`config.mk`:
```
export PLATFORM = sky130hd
export DESIGN_NAME = rtcu_rotate_unit
export DESIGN_NICKNAME = d
export VERILOG_FILES = /design/src/rtl/rtcu_pkg.sv /design/src/rtl/rtcu_rotate_unit.sv
export SDC_FILE = /design/constraint.sdc
export NUM_CORES = 1
export LEC_CHECK = 0
export BUFFER_PORTS_ARGS = -buffer_cell sky130_fd_sc_hd__buf_2
export CORE_MARGIN = 4
export CORE_UTILIZATION = 30
export DETAILED_ROUTE_END_ITERATION = 16
export SKIP_CTS_REPAIR_TIMING = 1
export SLEW_MARGIN = 20
export SYNTH_ARGS = -nofsm -noshare
export SYNTH_HDL_FRONTEND = slang
export SYNTH_SLANG_ARGS = --single-unit
export TNS_END_PERCENT = 1
```
`constraint.sdc`:
```
create_clock -name clk -period 1.37 [get_ports clk]
set_input_delay 0.0685 -clock clk [delete_from_list [all_inputs] [get_ports clk]]
set_output_delay 0.0685 -clock clk [all_outputs]
set_load 0.005 [all_outputs]
```
`src/rtl/rtcu_pkg.sv`:
```
// What this block does
// - Left rotate shifts the file value left, old carry into bit 0, old bit 7 into carry.
// - Right rotate shifts the file value right, old carry into bit 7, old bit 0 into carry.
// - With destination bit 0 the result goes to the accumulator and the file stays as is.
// - With destination bit 1 a left rotate writes the result back to its source register.
// - With destination bit 1 a right rotate writes the result back to its source register.
package rtcu_pkg;

    localparam int          DATA_W      = 8;
    localparam int          ADDR_W      = 5;
    localparam int          OPC_W       = 12;
    localparam int          CARRY_BIT   = 0;
    localparam int          DEST_BIT    = 5;
    localparam int          TOP_HI      = 11;
    localparam int          TOP_LO      = 6;
    localparam logic [5:0]  OPC_ROT_L   = 6'h0D;
    localparam logic [5:0]  OPC_ROT_R   = 6'h0C;
    localparam logic [7:0]  ACC_RESET   = 8'h00;
    localparam logic        CARRY_RESET = 1'b0;

    typedef enum logic [1:0]
    {
        RTCU_NONE  = 2'b00,
        RTCU_LEFT  = 2'b01,
        RTCU_RIGHT = 2'b10
    } rtcu_op_e;

    // File write port bundle
    typedef struct packed
    {
        logic              en;
        logic [ADDR_W-1:0] addr;
        logic [DATA_W-1:0] data;
    } rtcu_fwr_s;

    function automatic logic [DATA_W:0] rtcu_rotate(
        input rtcu_op_e          op,
        input logic [DATA_W-1:0] val,
        input logic              cin
    );
        // Returns {carry_out, result}
        if (op == RTCU_LEFT)
            return {val[DATA_W-1], val[DATA_W-2:0], cin};
        else
            return {val[0], cin, val[DATA_W-1:1]};
    endfunction : rtcu_rotate

endpackage : rtcu_pkg

```
`src/rtl/rtcu_rotate_unit.sv`:
```
`timescale 1ns/100ps
module rtcu_rotate_unit
(
    input  wire logic                           clk,
    input  wire logic                           srst,
    input  wire logic                           ce,
    input  wire logic [rtcu_pkg::OPC_W-1:0]     opcode,
    input  wire logic                           opcode_valid,
    input  wire logic [rtcu_pkg::DATA_W-1:0]    file_rd_data,
    output logic      [rtcu_pkg::ADDR_W-1:0]    file_rd_addr,
    output rtcu_pkg::rtcu_fwr_s                 file_wr,
    output logic      [rtcu_pkg::DATA_W-1:0]    acc_ff,
    output logic                                acc_wr_ff,
    output logic                                carry_ff,
    output logic                                done_ff
);
    import rtcu_pkg::*;

    ////////////////////////////////////////////////////////////////////////
    // Decode; the file read is combinational so the op finishes in one cycle
    wire logic [5:0]        op_top   = opcode[TOP_HI:TOP_LO];
    wire logic              dest_sel = opcode[DEST_BIT];
    wire rtcu_op_e          op       = !opcode_valid ? RTCU_NONE :
                                       (op_top == OPC_ROT_L) ? RTCU_LEFT :
                                       (op_top == OPC_ROT_R) ? RTCU_RIGHT :
                                       RTCU_NONE;
    wire logic              is_rot   = (op != RTCU_NONE);
    wire logic [DATA_W:0]   rot      = rtcu_rotate(op, file_rd_data, carry_ff);

    assign file_rd_addr = opcode[ADDR_W-1:0];

    ////////////////////////////////////////////////////////////////////////
    rtcu_fwr_s wr_ff;
    assign file_wr = wr_ff;

    always_ff @(posedge clk)
    begin
        if (srst)
        begin
            acc_ff    <= ACC_RESET;
            acc_wr_ff <= 1'b0;
            carry_ff  <= CARRY_RESET;
            done_ff   <= 1'b0;
            wr_ff     <= '0;
        end
        else if (ce)
        begin
            done_ff   <= is_rot;
            acc_wr_ff <= is_rot && !dest_sel;
            wr_ff.en  <= is_rot && dest_sel;
            wr_ff.addr <= opcode[ADDR_W-1:0];
            wr_ff.data <= rot[DATA_W-1:0];
            if (is_rot)
                carry_ff <= rot[DATA_W];
            if (is_rot && !dest_sel)
                acc_ff <= rot[DATA_W-1:0];
        end
    end

    ////////////////////////////////////////////////////////////////////////
    left_result_a: assert property (@(posedge clk) disable iff (srst)
        ce && op == RTCU_LEFT && !dest_sel |=>
        acc_ff == {$past(file_rd_data[6:0]), $past(carry_ff)} && carry_ff == $past(file_rd_data[7]))
        else $error("left rotate result wrong");
    right_result_a: assert property (@(posedge clk) disable iff (srst)
        ce && op == RTCU_RIGHT && dest_sel |=>
        file_wr.data == {$past(carry_ff), $past(file_rd_data[7:1])} && carry_ff == $past(file_rd_data[0]))
        else $error("right rotate result wrong");
    acc_dest_a: assert property (@(posedge clk) disable iff (srst)
        ce && is_rot && !dest_sel |=> acc_wr_ff && !file_wr.en)
        else $error("accumulator destination wrong");
    left_back_a: assert property (@(posedge clk) disable iff (srst)
        ce && op == RTCU_LEFT && dest_sel |=>
        file_wr.en && file_wr.addr == $past(opcode[4:0]) && !acc_wr_ff && $stable(acc_ff))
        else $error("left write back wrong");
    right_back_a: assert property (@(posedge clk) disable iff (srst)
        ce && op == RTCU_RIGHT && dest_sel |=>
        file_wr.en && file_wr.addr == $past(opcode[4:0]) && !acc_wr_ff)
        else $error("right write back wrong");
    one_cycle_a: assert property (@(posedge clk) disable iff (srst)
        ce && opcode_valid && opcode[11:7] == 5'h06 |=> done_ff)
        else $error("rotate did not finish in one cycle");
    no_op_a: assert property (@(posedge clk) disable iff (srst)
        ce && !is_rot |=> !done_ff && !file_wr.en && !acc_wr_ff && $stable(carry_ff))
        else $error("non-rotate opcode had effect");
    freeze_a: assert property (@(posedge clk) disable iff (srst)
        !ce |=> $stable(acc_ff) && $stable(carry_ff) && $stable(done_ff))
        else $error("state moved while clock enable low");

endmodule : rtcu_rotate_unit

```
==> results.cfg <==
[drt]
drt-total-wl_mm = 3.032
drt-initial-drc-count = 19
via_count = 1118
antenna_left = 0
wire_per_inst_um = 13.24
post-route-drc-count = 0
first_pass_iters = 4
via_per_inst = 4.882

[sta]
slew_headroom_pct = 70.81
slew_viol_final = 0
hold_viol = 0
skew_ns = 0.003196
timing.fmax_mhz = 776.4
tightest_slew_ns = 0.4379
setup_viol = 0
setup_tns_ns = 0
worst_slack_ns = 0.08194
fin_crit_ns = 1.288
rsz0062_at_grt = no
finalCritPeriodShare_pct = 94.02

[clocking]
cts_tree = built
cts_sinks = 25
clk_path_buf_depth = 2
numCtsBuffers = 3
cts.htree.levels = 1
clkTransAtPathRegs_ns = 0.08
root_buffer = clkbuf_8
clock_latency_ns = 0.27

[yosys]
yosysUniqueCellTypes = 23
yosys_register_bits = 25
avgSynthCellArea_um2 = 8.943
seq_area_frac_synth_pct = 43.38
synth_cells = 129
synth_fp_nets = 153
yosysWarningCount = 0
synth.cell_area_mm2 = 0.001154

[floorplanning]
placementRows = 22
boundaryPins = 54
core_area_mm2 = 0.003689
die_area_mm2 = 0.004901
start_util_pct = 31.28
die_w_um = 70.01
die_h_um = 70.01

[worst_hold_path]
min_path_type = input pin to flop
worstHoldPathCells = 3
hp-start = opcode[0]

[setup_path]
r2r_slack_ns = 0.22
crit_end = file_wr[0]
crit_type = input pin to flop
crit_start = opcode[7]
arrival_ns = 1.48
worstPathRequired_ns = 1.56
critPathCaptureType = flop
rr_startpoint = carry_ff
r2r_cells = 3
crit_path_max_fanout = 12
r2r_end = file_wr[0]
start_kind = input pin

[final_layout]
utilization_pct = 41.35
final_cell_area_mm2 = 0.001525
drive_above_1_share_pct = 38.67
final_common_cell = buf_2
layout_common_cells = buf_2 (53), dfxtp_1 (25), nor2_1 (16)
num_antenna_cells = 0
fin_nets = 206
syn_to_final_growth_pct = 32.21

[global_routing]
antenna_found_initial = 0
grt_pass1_vias = 1047
track_usage_pct = 12.26
grt_pass1_wl_mm = 4.850
grt_overflow = 0
grt_start_max_net_pins = 26

[placed_design]
place_ws_ns = -0.2104
gp_congestion = 0.7480
io_buffers = 53
place_hpwl_mm = 2.341
placed_cell_area_mm2 = 0.001480

[pwr]
power_frac_seq_pct = 54.2
p_leak_nw = 0.7163
p_comb_share_pct = 14.4
sw_frac_of_total_pct = 24.92
irDropWorstVdd_uv = 552.3
switchingPower_mw = 0.3512
p_clk_share_pct = 31.4
powerDensity_mw_per_mm2 = 924.1
intPower_mw = 1.058

[outcome]
status = finished clean

[run]
max_cap_violations = 0
## cells by family (layout without fill, tap and decap cells)
logic type,Yosys count,count (layout),share of synthesized area [%]
simple gates,30,30,13.99
flops,25,25,43.38
mux,12,12,10.41
compound gates,37,37,21.69
buf+inv,25,77,10.52
## worst min-delay path by stage
stage	endpoint	slack, ns
floorplan	file_wr[10]	0.22
global placement	file_wr[8]	0.32
detailed placement	file_rd_addr[0]	0.32
CTS	file_wr[8]	0.04
global route	file_wr[9]	0.08
finish	file_wr[8]	0.05
## critical path, cell delays in order
cell      delay (ns)
buf_2           0.10
or4b_4          0.59
or3_2           0.46
a311oi_1        0.25
## power by group through the flow
| stage | Sequential, mW | Clock [mW] | Combinational, mW |
|---|---|---|---|
| 6_report | 0.764 | 0.442 | 0.203 |
| 5_1_grt | 0.768 | 0.494 | 0.228 |
| 4_1_cts | 0.764 | 0.463 | 0.206 |
| 3_5_place_dp | 0.781 | 0 | 0.205 |
| 3_3_place_gp | 0.780 | 0 | 0.201 |
| 2_1_floorplan | 0.784 | 0 | 0.103 |
## routing by layer
metal / wire [µm] / part of all wire [%] / track usage, % / vias up
li1: - / - / - / 566
met1: 1388 / 46 / 15.61 / 509
met2: 1393 / 46 / 19.62 / 38
met3: 212 / 7.0 / 3.885 / 5
met4: 38 / 1.3 / 3.830 / 0
met5: 0 / 0 / 0 / -
## layout make-up
cell class	count	area (µm²)
clock buffer	4	45.04
fill	401	2163
inverter	9	33.78
multi-input combinational	79	538.0
sequential	25	500.5
tap	48	60.06
timing repair buffer	64	347.8
## flip-flops by register name (all words and copies together) (netlist names)
name / count
acc_ff: 8
acc_wr_ff: 1
carry_ff: 1
done_ff: 1
file_wr: 14
## Yosys cell counts
| master | number | area [µm²] |
|---|---|---|
| nor2_1 | 16 | 60.06 |
| and4b_1 | 1 | 10.01 |
| buf_4 | 5 | 37.54 |
| and2_1 | 1 | 6.260 |
| or3_1 | 7 | 43.79 |
| buf_6 | 1 | 11.26 |
| buf_1 | 2 | 7.510 |
| clkbuf_1 | 7 | 26.28 |
| dfxtp_1 | 25 | 500.5 |
| buf_2 | 1 | 5.000 |
| nor4b_1 | 1 | 8.760 |
| or4b_4 | 1 | 13.76 |
| nand3_1 | 1 | 5.000 |
| or3_2 | 1 | 7.510 |
| a211oi_1 | 6 | 45.04 |
| a32oi_1 | 1 | 8.760 |
| o21ai_0 | 8 | 40.04 |
| a22oi_1 | 2 | 15.01 |
| mux2i_1 | 12 | 120.1 |
| a311oi_1 | 11 | 96.34 |
| and3_1 | 1 | 6.260 |
| a21oi_1 | 9 | 45.04 |
| inv_1 | 9 | 33.78 |
## through the flow
step | instances | hold slack (ns) | total power [mW]
after floorplan | 129 | 0.2159 | 0.8873
after global placement | 225 | 0.3170 | 0.9804
after detailed placement | 225 | 0.3218 | 0.9860
after CTS | 229 | 0.03888 | 1.433
after global routing | 229 | 0.08091 | 1.490
final | 229 | 0.04528 | 1.409
Power figures use the tool's default switching activity.
